--- src/shared/led_status_pkg.sv ---
// constants and types for the switch status indicator logic
package led_status_pkg;

  // ---------------------------------------------------------------
  // clock and timing
  // ---------------------------------------------------------------
  localparam int unsigned CLOCK_HZ = 50_000_000;
  localparam int unsigned CLOCK_PERIOD_NS = 20;
  // base tick of 100 ms, all patterns are built from whole ticks
  localparam int unsigned TICK_MS = 100;
  localparam int unsigned TICK_CYCLES = (CLOCK_HZ / 1000) * TICK_MS;
  // pattern lengths in milliseconds, as printed
  localparam int unsigned BOOT_BLINK_MS = 5000;
  localparam int unsigned BOOT_PAUSE_MS = 1000;
  localparam int unsigned ERROR_DARK_MS = 1900;
  localparam int unsigned ERROR_LIT_MS = 100;
  localparam int unsigned RING_BLINK_HALF_MS = 500;
  localparam int unsigned BLIP_DARK_MS = 1900;
  localparam int unsigned BLIP_LIT_MS = 100;
  localparam int unsigned RAPID_HALF_MS = 100;
  localparam int unsigned ACT_HALF_MS = 100;
  // pattern lengths in ticks
  localparam logic [5:0] BOOT_BLINK_TICKS = 6'(BOOT_BLINK_MS / TICK_MS);
  localparam logic [5:0] BOOT_PERIOD_TICKS = 6'((BOOT_BLINK_MS + BOOT_PAUSE_MS) / TICK_MS);
  localparam logic [5:0] ERROR_PERIOD_TICKS = 6'((ERROR_DARK_MS + ERROR_LIT_MS) / TICK_MS);
  localparam logic [5:0] ERROR_DARK_TICKS = 6'(ERROR_DARK_MS / TICK_MS);
  localparam logic [5:0] RING_HALF_TICKS = 6'(RING_BLINK_HALF_MS / TICK_MS);
  localparam logic [5:0] BLIP_PERIOD_TICKS = 6'((BLIP_DARK_MS + BLIP_LIT_MS) / TICK_MS);
  localparam logic [5:0] BLIP_DARK_TICKS = 6'(BLIP_DARK_MS / TICK_MS);
  localparam logic [5:0] RAPID_HALF_TICKS = 6'(RAPID_HALF_MS / TICK_MS);
  localparam logic [5:0] ACT_HALF_TICKS = 6'(ACT_HALF_MS / TICK_MS);
  localparam logic [5:0] TICKS_RESET = 6'h00;

  // ---------------------------------------------------------------
  // ports, events and speed codes
  // ---------------------------------------------------------------
  localparam int unsigned PORT_COUNT = 5;
  localparam int unsigned EVENT_COUNT = 4;
  localparam logic [1:0] SPEED_10 = 2'h0;
  localparam logic [1:0] SPEED_100 = 2'h1;
  localparam logic [1:0] SPEED_1000 = 2'h2;

  // register map on the apb slave
  localparam logic [7:0] ADDR_CONTROL = 8'h00;
  localparam logic [7:0] ADDR_STATUS = 8'h04;
  localparam logic [7:0] ADDR_EVENT = 8'h08;
  localparam logic [7:0] ADDR_MASK = 8'h0c;
  localparam logic [7:0] ADDR_ALARM_MASK = 8'h10;
  localparam logic [31:0] CONTROL_RESET = 32'h0000_0000;
  localparam logic [3:0] MASK_RESET = 4'h0;
  localparam logic [3:0] ALARM_MASK_RESET = 4'hf;
  // control bit positions
  localparam int unsigned CTL_IDENTIFY = 0;
  localparam int unsigned CTL_BOOT = 1;
  localparam int unsigned CTL_ERROR = 2;
  // event bit positions
  localparam int unsigned EV_SUPPLY = 0;
  localparam int unsigned EV_RING_BREAK = 1;
  localparam int unsigned EV_ERROR = 2;
  localparam int unsigned EV_LINK = 3;

  // health indicator pattern choice
  typedef enum logic [2:0] {
    HEALTH_ERROR,
    HEALTH_BOOT,
    HEALTH_IDENTIFY,
    HEALTH_STEADY,
    HEALTH_DARK
  } health_mode_t;

  // ring indicator pattern choice
  typedef enum logic [1:0] {
    RING_OFF,
    RING_ON,
    RING_BLINK,
    RING_BLIP
  } ring_mode_t;

endpackage

--- src/verilog/led_pattern_timer.sv ---
// modulo phase counter advanced by an external tick, for one led pattern
`timescale 1ns/100ps
`default_nettype none
module led_pattern_timer
  import led_status_pkg::*;
(
  // clock, reset, enable
  input wire logic clock_in,
  input wire logic reset_n_in,
  input wire logic enable_in,
  // pattern control
  input wire logic tick_in,
  input wire logic restart_in,
  input wire logic [5:0] period_in,
  // phase
  output logic [5:0] phase_out
);

  // ---------------------------------------------------------------
  // phase counter
  // ---------------------------------------------------------------
  logic [5:0] phase_q;

  // wraps at period, restart forces phase zero
  always_ff @(posedge clock_in or negedge reset_n_in) begin
    if (!reset_n_in) begin
      phase_q <= TICKS_RESET;
    end else if (enable_in) begin
      if (restart_in) begin
        phase_q <= TICKS_RESET;
      end else if (tick_in) begin
        if (phase_q >= period_in - 6'h01) begin
          phase_q <= TICKS_RESET;
        end else begin
          phase_q <= phase_q + 6'h01;
        end
      end
    end
  end

  assign phase_out = phase_q;

endmodule
`default_nettype wire

--- src/verilog/switch_status_led_control.sv ---
// status indicator logic for a five port ring switch
// How it works
// health lit steady when both supplies present and all configured rings intact
// health dark when a supply is absent or a ring segment fails
// identify request blinks health rapidly and continuously
// boot shows rapid blinking five seconds then one second dark, repeating
// internal error shows 1.9 seconds dark then 0.1 seconds lit, repeating
// health shows supply, ring and internal errors but not link loss; alarm output asserts only for selected error types
// ring lit steady when every enabled ring is intact
// ring dark when no ring is configured
// remote ring break blinks ring with equal lit and dark halves
// local ring break shows long dark short lit blip on ring
// port lit steady with link and no activity
// port dark without link
// port blinks with link and activity
// port colour: red gigabit, green 100, yellow 10
// each supply indicator lit exactly when its supply is present
// backup port disabled while ring complete, enabled at once on failure
// health precedence: error, boot, identify, then supply and ring status
`timescale 1ns/100ps
`default_nettype none
module switch_status_led_control
  import led_status_pkg::*;
(
  // clock, reset, enable
  input wire logic clock_in,
  input wire logic reset_n_in,
  input wire logic clock_enable_in,
  // supplies, from pins
  input wire logic primary_supply_input_in,
  input wire logic secondary_supply_input_in,
  // ring status, same clock
  input wire logic ring_configured_in,
  input wire logic ring_broken_in,
  input wire logic ring_break_local_in,
  // port status, same clock
  input wire logic [PORT_COUNT-1:0] port_link_in,
  input wire logic [PORT_COUNT-1:0] port_activity_in,
  input wire logic [2*PORT_COUNT-1:0] port_speed_in,
  // apb slave
  input wire logic psel,
  input wire logic penable,
  input wire logic pwrite,
  input wire logic [7:0] paddr,
  input wire logic [31:0] pwdata,
  output logic [31:0] prdata,
  output logic pready,
  output logic pslverr,
  // indicators
  output logic health_led_out,
  output logic ring_led_out,
  output logic primary_supply_led_out,
  output logic secondary_supply_led_out,
  output logic [PORT_COUNT-1:0] port_red_out,
  output logic [PORT_COUNT-1:0] port_green_out,
  // ring backup and alarm
  output logic backup_port_enable_out,
  output logic alarm_out,
  output logic irq_out
);

  // ---------------------------------------------------------------
  // supply input synchronisers
  // ---------------------------------------------------------------
  logic [2:0] p1_sync_q;
  logic [2:0] p2_sync_q;
  logic p1_q;
  logic p2_q;

  // three stages, a change counts once stages two and three agree
  always_ff @(posedge clock_in or negedge reset_n_in) begin
    if (!reset_n_in) begin
      p1_sync_q <= 3'h0;
      p2_sync_q <= 3'h0;
      p1_q <= 1'b0;
      p2_q <= 1'b0;
    end else if (clock_enable_in) begin
      p1_sync_q <= {p1_sync_q[1:0], primary_supply_input_in};
      p2_sync_q <= {p2_sync_q[1:0], secondary_supply_input_in};
      if (p1_sync_q[1] == p1_sync_q[2]) begin
        p1_q <= p1_sync_q[2];
      end
      if (p2_sync_q[1] == p2_sync_q[2]) begin
        p2_q <= p2_sync_q[2];
      end
    end
  end

  // ---------------------------------------------------------------
  // 100 ms tick
  // ---------------------------------------------------------------
  localparam logic [22:0] TICK_LAST = 23'(TICK_CYCLES - 1);
  logic [22:0] tick_count_q;
  logic tick;

  // divides the clock down to the pattern base tick
  always_ff @(posedge clock_in or negedge reset_n_in) begin
    if (!reset_n_in) begin
      tick_count_q <= 23'h000000;
    end else if (clock_enable_in) begin
      if (tick) begin
        tick_count_q <= 23'h000000;
      end else begin
        tick_count_q <= tick_count_q + 23'h000001;
      end
    end
  end

  assign tick = (tick_count_q == TICK_LAST);

  // ---------------------------------------------------------------
  // apb registers
  // ---------------------------------------------------------------
  logic [2:0] control_q;
  logic [EVENT_COUNT-1:0] event_q;
  logic [EVENT_COUNT-1:0] mask_q;
  logic [EVENT_COUNT-1:0] alarm_mask_q;
  logic [31:0] prdata_q;
  logic apb_write;
  logic apb_read;
  logic addr_hit;
  logic [EVENT_COUNT-1:0] event_set;

  assign apb_write = psel && penable && pwrite;
  assign apb_read = psel && penable && !pwrite;
  assign addr_hit = (paddr == ADDR_CONTROL) || (paddr == ADDR_STATUS) ||
                    (paddr == ADDR_EVENT) || (paddr == ADDR_MASK) ||
                    (paddr == ADDR_ALARM_MASK);
  // zero wait state, unmapped addresses answer with an error
  assign pready = 1'b1;
  assign pslverr = psel && penable && !addr_hit;
  assign prdata = prdata_q;

  // control, mask and alarm selection writes
  always_ff @(posedge clock_in or negedge reset_n_in) begin
    if (!reset_n_in) begin
      control_q <= CONTROL_RESET[2:0];
      mask_q <= MASK_RESET;
      alarm_mask_q <= ALARM_MASK_RESET;
    end else if (clock_enable_in && apb_write) begin
      if (paddr == ADDR_CONTROL) begin
        control_q <= pwdata[2:0];
      end
      if (paddr == ADDR_MASK) begin
        mask_q <= pwdata[EVENT_COUNT-1:0];
      end
      if (paddr == ADDR_ALARM_MASK) begin
        alarm_mask_q <= pwdata[EVENT_COUNT-1:0];
      end
    end
  end

  // sticky events, write one to clear, a new event wins over the clear
  always_ff @(posedge clock_in or negedge reset_n_in) begin
    if (!reset_n_in) begin
      event_q <= 4'h0;
    end else if (clock_enable_in) begin
      if (apb_write && paddr == ADDR_EVENT) begin
        event_q <= (event_q & ~pwdata[EVENT_COUNT-1:0]) | event_set;
      end else begin
        event_q <= event_q | event_set;
      end
    end
  end

  // read data mux, registered on the edge that ends the setup phase
  always_ff @(posedge clock_in or negedge reset_n_in) begin
    if (!reset_n_in) begin
      prdata_q <= 32'h0000_0000;
    end else if (clock_enable_in && psel && !penable && !pwrite) begin
      case (paddr)
        ADDR_CONTROL: prdata_q <= {29'h0, control_q};
        ADDR_STATUS: prdata_q <= {24'h0, port_link_in, ring_broken_in, p2_q, p1_q};
        ADDR_EVENT: prdata_q <= {28'h0, event_q};
        ADDR_MASK: prdata_q <= {28'h0, mask_q};
        ADDR_ALARM_MASK: prdata_q <= {28'h0, alarm_mask_q};
        default: prdata_q <= 32'h0000_0000;
      endcase
    end
  end

  // ---------------------------------------------------------------
  // status conditions and events
  // ---------------------------------------------------------------
  logic supplies_ok;
  logic ring_fault;
  logic ring_intact;
  logic identify_on;
  logic boot_on;
  logic error_on;
  logic [EVENT_COUNT-1:0] cond_q;
  logic [EVENT_COUNT-1:0] cond;

  assign supplies_ok = p1_q && p2_q;
  assign ring_fault = ring_configured_in && ring_broken_in;
  assign ring_intact = !ring_fault;
  assign identify_on = control_q[CTL_IDENTIFY];
  assign boot_on = control_q[CTL_BOOT];
  assign error_on = control_q[CTL_ERROR];
  assign cond = {~&port_link_in, error_on, ring_fault, ~supplies_ok};
  assign event_set = cond & ~cond_q;

  // previous conditions for rising edge events
  // reset as if every condition stands, so the synchroniser start-up makes no false event
  always_ff @(posedge clock_in or negedge reset_n_in) begin
    if (!reset_n_in) begin
      cond_q <= 4'hf;
    end else if (clock_enable_in) begin
      cond_q <= cond;
    end
  end

  // interrupt and alarm, the alarm follows only selected live errors
  always_ff @(posedge clock_in or negedge reset_n_in) begin
    if (!reset_n_in) begin
      irq_out <= 1'b0;
      alarm_out <= 1'b0;
    end else if (clock_enable_in) begin
      irq_out <= |(event_q & mask_q);
      alarm_out <= |(cond & alarm_mask_q);
    end
  end

  // ---------------------------------------------------------------
  // pattern timers
  // ---------------------------------------------------------------
  logic [5:0] boot_phase;
  logic [5:0] error_phase;
  logic [5:0] ring_phase;
  logic [5:0] rapid_phase;
  logic [5:0] boot_period;
  logic [5:0] error_period;
  logic [5:0] ring_period;
  logic [5:0] rapid_period;

  assign boot_period = BOOT_PERIOD_TICKS;
  assign error_period = ERROR_PERIOD_TICKS;
  assign ring_period = ring_break_local_in ? BLIP_PERIOD_TICKS : (RING_HALF_TICKS << 1);
  assign rapid_period = RAPID_HALF_TICKS << 1;

  // boot pattern phase, restarts while the boot control bit is clear
  led_pattern_timer boot_timer (
    .clock_in(clock_in),
    .reset_n_in(reset_n_in),
    .enable_in(clock_enable_in),
    .tick_in(tick),
    .restart_in(!boot_on),
    .period_in(boot_period),
    .phase_out(boot_phase)
  );

  // error pattern phase
  led_pattern_timer error_timer (
    .clock_in(clock_in),
    .reset_n_in(reset_n_in),
    .enable_in(clock_enable_in),
    .tick_in(tick),
    .restart_in(!error_on),
    .period_in(error_period),
    .phase_out(error_phase)
  );

  // ring pattern phase
  led_pattern_timer ring_timer (
    .clock_in(clock_in),
    .reset_n_in(reset_n_in),
    .enable_in(clock_enable_in),
    .tick_in(tick),
    .restart_in(!ring_fault),
    .period_in(ring_period),
    .phase_out(ring_phase)
  );

  // shared rapid blink phase for identify, boot and port activity
  led_pattern_timer rapid_timer (
    .clock_in(clock_in),
    .reset_n_in(reset_n_in),
    .enable_in(clock_enable_in),
    .tick_in(tick),
    .restart_in(1'b0),
    .period_in(rapid_period),
    .phase_out(rapid_phase)
  );

  logic rapid_lit;
  assign rapid_lit = (rapid_phase < RAPID_HALF_TICKS);

  // ---------------------------------------------------------------
  // health indicator
  // ---------------------------------------------------------------
  health_mode_t health_mode;

  // pattern precedence
  always_comb begin
    if (error_on) begin
      health_mode = HEALTH_ERROR;
    end else if (boot_on) begin
      health_mode = HEALTH_BOOT;
    end else if (identify_on) begin
      health_mode = HEALTH_IDENTIFY;
    end else if (supplies_ok && ring_intact) begin
      health_mode = HEALTH_STEADY;
    end else begin
      health_mode = HEALTH_DARK;
    end
  end

  // health output per pattern
  always_ff @(posedge clock_in or negedge reset_n_in) begin
    if (!reset_n_in) begin
      health_led_out <= 1'b0;
    end else if (clock_enable_in) begin
      case (health_mode)
        HEALTH_ERROR: health_led_out <= (error_phase >= ERROR_DARK_TICKS);
        HEALTH_BOOT: health_led_out <= (boot_phase < BOOT_BLINK_TICKS) && rapid_lit;
        HEALTH_IDENTIFY: health_led_out <= rapid_lit;
        HEALTH_STEADY: health_led_out <= 1'b1;
        HEALTH_DARK: health_led_out <= 1'b0;
        default: health_led_out <= 1'b0;
      endcase
    end
  end

  // ---------------------------------------------------------------
  // ring indicator and backup port
  // ---------------------------------------------------------------
  ring_mode_t ring_mode;

  always_comb begin
    if (!ring_configured_in) begin
      ring_mode = RING_OFF;
    end else if (!ring_broken_in) begin
      ring_mode = RING_ON;
    end else if (ring_break_local_in) begin
      ring_mode = RING_BLIP;
    end else begin
      ring_mode = RING_BLINK;
    end
  end

  // ring output per pattern
  always_ff @(posedge clock_in or negedge reset_n_in) begin
    if (!reset_n_in) begin
      ring_led_out <= 1'b0;
    end else if (clock_enable_in) begin
      case (ring_mode)
        RING_OFF: ring_led_out <= 1'b0;
        RING_ON: ring_led_out <= 1'b1;
        RING_BLINK: ring_led_out <= (ring_phase >= RING_HALF_TICKS);
        RING_BLIP: ring_led_out <= (ring_phase >= BLIP_DARK_TICKS);
        default: ring_led_out <= 1'b0;
      endcase
    end
  end

  // backup path opens in the same cycle the ring fails
  assign backup_port_enable_out = ring_fault;

  // ---------------------------------------------------------------
  // supply and port indicators
  // ---------------------------------------------------------------
  always_ff @(posedge clock_in or negedge reset_n_in) begin
    if (!reset_n_in) begin
      primary_supply_led_out <= 1'b0;
      secondary_supply_led_out <= 1'b0;
    end else if (clock_enable_in) begin
      primary_supply_led_out <= p1_q;
      secondary_supply_led_out <= p2_q;
    end
  end

  // one lamp per port, red and green elements mix to yellow
  genvar gi;
  generate
    for (gi = 0; gi < PORT_COUNT; gi++) begin : g_port
      logic lit;
      logic [1:0] speed;
      assign speed = port_speed_in[2*gi +: 2];
      // steady with link, blinking with activity, dark without link
      assign lit = port_link_in[gi] && (!port_activity_in[gi] || rapid_lit);
      always_ff @(posedge clock_in or negedge reset_n_in) begin
        if (!reset_n_in) begin
          port_red_out[gi] <= 1'b0;
          port_green_out[gi] <= 1'b0;
        end else if (clock_enable_in) begin
          port_red_out[gi] <= lit && (speed != SPEED_100);
          port_green_out[gi] <= lit && (speed != SPEED_1000);
        end
      end
    end
  endgenerate

  // ---------------------------------------------------------------
  // checks
  // ---------------------------------------------------------------
  a_backup_follows_fault: assert property (@(posedge clock_in) disable iff (!reset_n_in)
    backup_port_enable_out == (ring_configured_in && ring_broken_in))
    else $error("backup port not tracking ring fault");
  a_supply_led_match: assert property (@(posedge clock_in) disable iff (!reset_n_in)
    clock_enable_in |=> primary_supply_led_out == $past(p1_q))
    else $error("primary supply led wrong");
  a_ring_unconfigured_dark: assert property (@(posedge clock_in) disable iff (!reset_n_in)
    (clock_enable_in && !ring_configured_in) |=> !ring_led_out)
    else $error("ring led lit with no ring");
  a_ring_intact_lit: assert property (@(posedge clock_in) disable iff (!reset_n_in)
    (clock_enable_in && ring_configured_in && !ring_broken_in) |=> ring_led_out)
    else $error("ring led dark on intact ring");
  a_health_steady_lit: assert property (@(posedge clock_in) disable iff (!reset_n_in)
    (clock_enable_in && !control_q[2] && !control_q[1] && !control_q[0]
     && p1_q && p2_q && !ring_fault) |=> health_led_out)
    else $error("health led not steady");
  a_health_dark_fault: assert property (@(posedge clock_in) disable iff (!reset_n_in)
    (clock_enable_in && control_q == 3'h0 && (!p1_q || !p2_q || ring_fault)) |=> !health_led_out)
    else $error("health led lit during fault");
  a_error_first: assert property (@(posedge clock_in) disable iff (!reset_n_in)
    (clock_enable_in && error_on && error_phase < ERROR_DARK_TICKS) |=> !health_led_out)
    else $error("error pattern not dominant");
  a_port_no_link_dark: assert property (@(posedge clock_in) disable iff (!reset_n_in)
    (clock_enable_in && !port_link_in[0]) |=> !port_red_out[0] && !port_green_out[0])
    else $error("port lamp lit without link");
  a_port_gig_red: assert property (@(posedge clock_in) disable iff (!reset_n_in)
    (clock_enable_in && port_link_in[0] && !port_activity_in[0] && port_speed_in[1:0] == SPEED_1000)
    |=> port_red_out[0] && !port_green_out[0])
    else $error("gigabit port not red");

endmodule
`default_nettype wire

--- config.mk ---
export PLATFORM = sky130hd
export DESIGN_NAME = switch_status_led_control
export DESIGN_NICKNAME = d
export VERILOG_FILES = /design/src/shared/led_status_pkg.sv /design/src/verilog/led_pattern_timer.sv /design/src/verilog/switch_status_led_control.sv
export SDC_FILE = /design/constraint.sdc
export NUM_CORES = 1
export LEC_CHECK = 0
export ABC_AREA = 1
export BUFFER_PORTS_ARGS = -buffer_cell sky130_fd_sc_hd__buf_2
export CAP_MARGIN = 20
export CORE_MARGIN = 5
export CORE_UTILIZATION = 25
export CTS_CLUSTER_SIZE = 20
export DETAILED_ROUTE_END_ITERATION = 10
export PLACE_DENSITY = 0.45
export SKIP_CTS_REPAIR_TIMING = 1
export SLEW_MARGIN = 20
export SYNTH_ARGS = -nofsm -noshare
export SYNTH_HDL_FRONTEND = slang
export SYNTH_HIERARCHICAL = 1
export SYNTH_SLANG_ARGS = --single-unit
--- constraint.sdc ---
create_clock -name clock_in -period 3.54 [get_ports clock_in]
set_input_delay 0.708 -clock clock_in [delete_from_list [all_inputs] [get_ports clock_in]]
set_output_delay 0.708 -clock clock_in [all_outputs]
set_load 0.05 [all_outputs]
# ---- After elaboration in Yosys (flattened, before gate mapping)
# Cells that the tools add are included.
dict set report word_totals {
  reg_bits 122
  latch_bits 0
  ram_bits 0
  mem_bits_ro 0
  in_bits 71
  word_cells 164
  n_memories 0
}
dict set report classes {
  n_addsub 6
  multipliers 0
  div 0
  magnitude_cmp 8
  eq_ne 26
  n_shift 0
  n_mux 23
  n_bitwise 9
  n_reduce_logical 61
}
# cell count
set op_table {}
lappend op_table {{two-way mux 6 bit} 10}
lappend op_table {{one-hot mux 8 bit (5 select lines)} 1}
lappend op_table {{logical AND 1 bit} 27}
lappend op_table {{adder 6 x 1 -> 6 bit, second input constant} 4}
lappend op_table {{adder 23 x 1 -> 23 bit, second input constant} 1}
lappend op_table {{equality test 23 bit, second input constant} 1}
lappend op_table {{two-way mux 23 bit} 1}
lappend op_table {{AND reduction 2 bit} 9}
lappend op_table {{AND 4 bit} 4}
lappend op_table {{equality test 8 x 4 -> 1 bit, second input constant} 2}
lappend op_table {{!= test 2 x 1 -> 1 bit, second input constant} 8}
lappend op_table {{>= comparator 6 x 5 -> 1 bit, second input constant} 2}
lappend op_table {{two-way mux 3 bit} 4}
lappend op_table {{logical NOT 1 bit} 10}
lappend op_table {{!= test 2 bit, second input constant} 5}
lappend op_table {{logical OR 1 bit} 9}
lappend op_table {{equality test 8 x 3 -> 1 bit, second input constant} 1}
lappend op_table {{equality test 8 x 5 -> 1 bit, second input constant} 1}
lappend op_table {{logical NOT 8 bit} 1}
lappend op_table {{inverter 4 bit} 2}
lappend op_table {{bitwise OR 4 bit} 2}
lappend op_table {{one-hot mux 1 bit (4 select lines)} 2}
lappend op_table {{OR reduction 4 bit} 2}
lappend op_table {{equality test 3 x 2 -> 1 bit, second input constant} 2}
lappend op_table {{19 further kinds} 22}

# ---- Depth between registers and ports, before layout
dict set report depth {
  word_depth 9
  mapped_depth 12
}

# ---- By module
# The synthesis kept the hierarchy.
# mod instances cells_each area_per_inst_um2 seq_area_each_um2
set modules_own_cells {}
lappend modules_own_cells {switch_status_led_control 1 600 4304.1 1861.8}
lappend modules_own_cells {led_pattern_timer 4 87 621.8 150.1}

# ---- Worst setup path before layout
# OpenSTA, ideal clock, no wires.
dict set report synth_timing {
  path_kind {input port to output port}
  start {input port paddr[5]}
  end {output port pslverr}
  t_arrival_ns 1.851
  required_time_ns 2.832
  setup_slack_ns 0.981
  path_stages 7
  path_buffers 1
  cell_sequence {nor2_1 nand2_1 inv_1 buf_2 o21ai_0 nand2_1 nor2_1}
}
dict set report synth_between {
  elab_chain_len 7
}
# item line_no
set synth_rtl {}
lappend synth_rtl {{start, declared} switch_status_led_control.sv:44} ;# input wire logic [7:0] paddr,
lappend synth_rtl {{equality test 8 x 3 -> 1 bit / logical NOT 8 bit (equally long branches)} switch_status_led_control.sv:126} ;# assign addr_hit = (paddr == ADDR_CONTROL) || (paddr == ADDR_STATUS) ||
lappend synth_rtl {{logical OR 1 bit (2 in a row)} switch_status_led_control.sv:126}
lappend synth_rtl {{logical OR 1 bit} switch_status_led_control.sv:127} ;# (paddr == ADDR_EVENT) || (paddr == ADDR_MASK) ||
lappend synth_rtl {{logical OR 1 bit *} switch_status_led_control.sv:127}
lappend synth_rtl {{logical NOT 1 bit *} switch_status_led_control.sv:131} ;# assign pslverr = psel && penable && !addr_hit;
lappend synth_rtl {{logical AND 1 bit *} switch_status_led_control.sv:131}
lappend synth_rtl {{end, declared} switch_status_led_control.sv:48} ;# output logic pslverr,
# Mark *: on every way between the ends. The rest lies on a longest branch, timed or not.

# ---- Worst setup path after layout
dict set report layout_timing {
  start {input port paddr[0]}
  end {output port pslverr}
}
# Same word-level chain as after synthesis.

==> key figures <==
Logic synthesis
  • Post-synthesis sequential area ratio: 0.363
  • Synth cell types: 39
  • Synth Instances: around 950
  • Seq cells post-synth: ~100
  • Syn_area_per_cell: 7.16 um^2
  • Synth Flop Type: dfrtp_1
  • Syn. warnings: 6
  • Synth area leader: dfrtp_1
  • Number of enable flip-flop cells after synthesis: 0
  • Cell Area, Synth: 6790 um^2
  • Synth area leaders: dfrtp_1 (33%), nand2_1 (15%), inv_1 (7.6%)
  • FFs w/ async S/R, synth: 1.00
  • Yosys top cell area share: 0.332

Timing
  • Fin crit share: 0.724
  • Final hold vios: 0
  • Worst Clk Skew: 11.7 ps
  • Post-layout min period: 2560 ps
  • Achievable frequency: 0.390 GHz
  • Final Setup Violations: 0
  • Worst-margin pin slew: around 800 ps
  • Setup TNS Final: 0 ps
  • RSZ-0062 raised after global routing: false
  • Max-slew violation count: 0
  • Relative slew slack: 0.475
  • Final setup margin: just under 1000 ps

Pwr
  • Pwr per Cell Area: between 300 and 400 nW/um^2
  • Sequential group share of total power: 0.443
  • Leak Pwr: 4.00 nW
  • Maximum vdd drop: 0.195 mV
  • Switching share of power: 0.332
  • Internal power: 1.92 mW
  • Clock power frac: 0.357
  • Net Sw Power: 957 uW
  • Comb power frac: 0.200

Setup path
  • Crit path kind: in -> out
  • CP cell instances: buf_2, inv_1, nand2_1, nor2_1, o21ai_0, nand2_1, nor2_1, buf_2
  • Worst Setup SP: paddr[0]
  • Worst Path Buf+Inv: 3
  • Worst Path Required: 2830 ps
  • CP top delay family: simple AND/OR/NAND/NOR gates
  • Crit-path max FO: 6
  • Crit path DAT: roughly 1900 ps
  • CP peak stage delay: 390 ps
  • Worst setup EP type: primary output
  • Crit path launch type: primary input
  • CP max stage cell: nor2_1
  • Worst R2R Start: tick_count_q[0]

Detailed routing
  • Router iterations before antenna repair: 4
  • Post-route ant nets: 0
  • DR WL/cell: ~12 um
  • Initial DRC Count: 313
  • Total wire length: between 15 and 20 mm
  • Vias/cell: 4.20
  • DRC Markers: 0
  • DR vias: 5892

CTS
  • CTS Buf Count: 9
  • Clock Latency Late Sink: 350 ps
  • CTS clk-pin slew, worst paths: 80 ps
  • TritonCTS clock tree: yes
  • Clock sink count: 98
  • Htree depth: 3
  • CTS root buffer: clkbuf_16
  • Clk buf depth: 2

GRT
  • Largest net degree at the start of global routing: 40
  • Initial antenna violation count: 0
  • First-pass GRT wire length: ~28 mm
  • GRT Residual Overflow: 0
  • Total track usage: 0.112
  • Vias in the first global route: 5611

Floorplan
  • Core area: 26900 um^2
  • Die ar.: 30600 um^2
  • Initial Util: 0.253
  • Rows: 60
  • # IOs: between 100 and 150
  • Die width: 175 um
  • Die H: 175 um

Cells and area
  • Area occupied by registers: around 2500 um^2
  • Final core occ: 0.293
  • Filler instances: 2972
  • Most common cell after layout, fill and taps aside: nand2_1
  • Fin area: 7880 um^2
  • Ant. Diodes: 0
  • Nets: 1162
  • Layout cells sized above 1: 0.143
  • Area delta synth->final: 16.0%
  • Commonest non-fill, non-tap cells in the layout: nand2_1 (264), inv_1 (138), nor2_1 (101), dfrtp_1 (90), nand3_1 (81)
  • Area of the multi-input gates: ~3700 um^2

Placement
  • Buffers added on ports: slightly below 70
  • Placed cell area: 7570 um^2
  • Pre-CTS WS: around 930 ps
  • Detail Placement HPWL: around 13 mm
  • Placer Congestion: 0.806

Hold path
  • Worst hold path class: in -> async

Outcome
  • Status: complete, no violations

Job
  • Max-cap viol count: 0
## per-stage QoR
step | instances | power (mW) | hold WS, ps
2_1_floorplan | 1009 | 1.73 | 412
3_3_place_gp | 1388 | 1.88 | 454
3_5_place_dp | 1388 | 1.88 | 455
4_1_cts | 1404 | 2.94 | 347
5_1_grt | 1404 | 3.06 | 368
6_report | 1404 | 2.88 | 325
## state kept, by name (all words and copies together) (netlist names), 5 cells and up
name and cells:
port_red_out 5, rapid_timer/phase_out 6, tick_count_q 23, error_timer/phase_out 6
prdata 8, ring_timer/phase_out 6, port_green_out 5, boot_timer/phase_out 6
## routing by layer
| layer | part of all wire | track usage |
|---|---|---|
| met5 | 0 | 0 |
| met4 | 0.0071 | 0.0219 |
| met3 | 0.032 | 0.0240 |
| met2 | 0.47 | 0.189 |
| met1 | 0.49 | 0.149 |
## cell usage after synthesis, drive strengths merged, types with 15 or more instances
master	instances
a21oi	32
o21bai	19
nor2	115
inv	147
buf	37
o21ai	32
xor2	17
nand2	270
nand4	15
nand3	89
ha	33
dfrtp	90
## power by group through the flow
stage                     Combinational [mW]  Clock (mW)  Sequential, mW
after global routing                   0.654        1.12            1.29
after floorplan                        0.366           0            1.37
after detailed placement               0.585           0            1.29
after CTS                              0.585        1.08            1.28
after global placement                 0.583           0            1.30
final                                  0.577        1.03            1.28
## layout make-up
type | instances | area share
flip-flops and latches | 98 | 0.313
inverters | 147 | 0.0704
clock buffers | 11 | 0.0308
well taps | 341 | 0.0542
repair buffers | 76 | 0.0511
multi-input cells | 726 | 0.473
clock inverters | 5 | 0.00778
## worst paths after layout
| kind | to | slack [ps] | depth (start not counted) |
|---|---|---|---|
| hold reg to reg | cond_q[2] | 460 | 2 |
| min in group clock_in | cond_q[2] | 460 | 2 |
| hold / removal | event_q[3] | 320 | 1 |
| setup reg to reg | boot_timer/phase_out[2] | 1250 | 11 |
| max in group asynchronous | tick_count_q[22] | 2350 | 2 |
| setup / recovery | pslverr | 980 | 8 |
## logic make-up after synthesis
family	after synthesis	synth area share
compound gates	102	0.0930
xor+xnor	25	0.0322
fa+ha+maj	33	0.0608
buf+inv	185	0.123
flops	98	0.363
other cells	2	0.00111
simple gates	503	0.327
No activity file was read; power rests on OpenSTA's default activity.
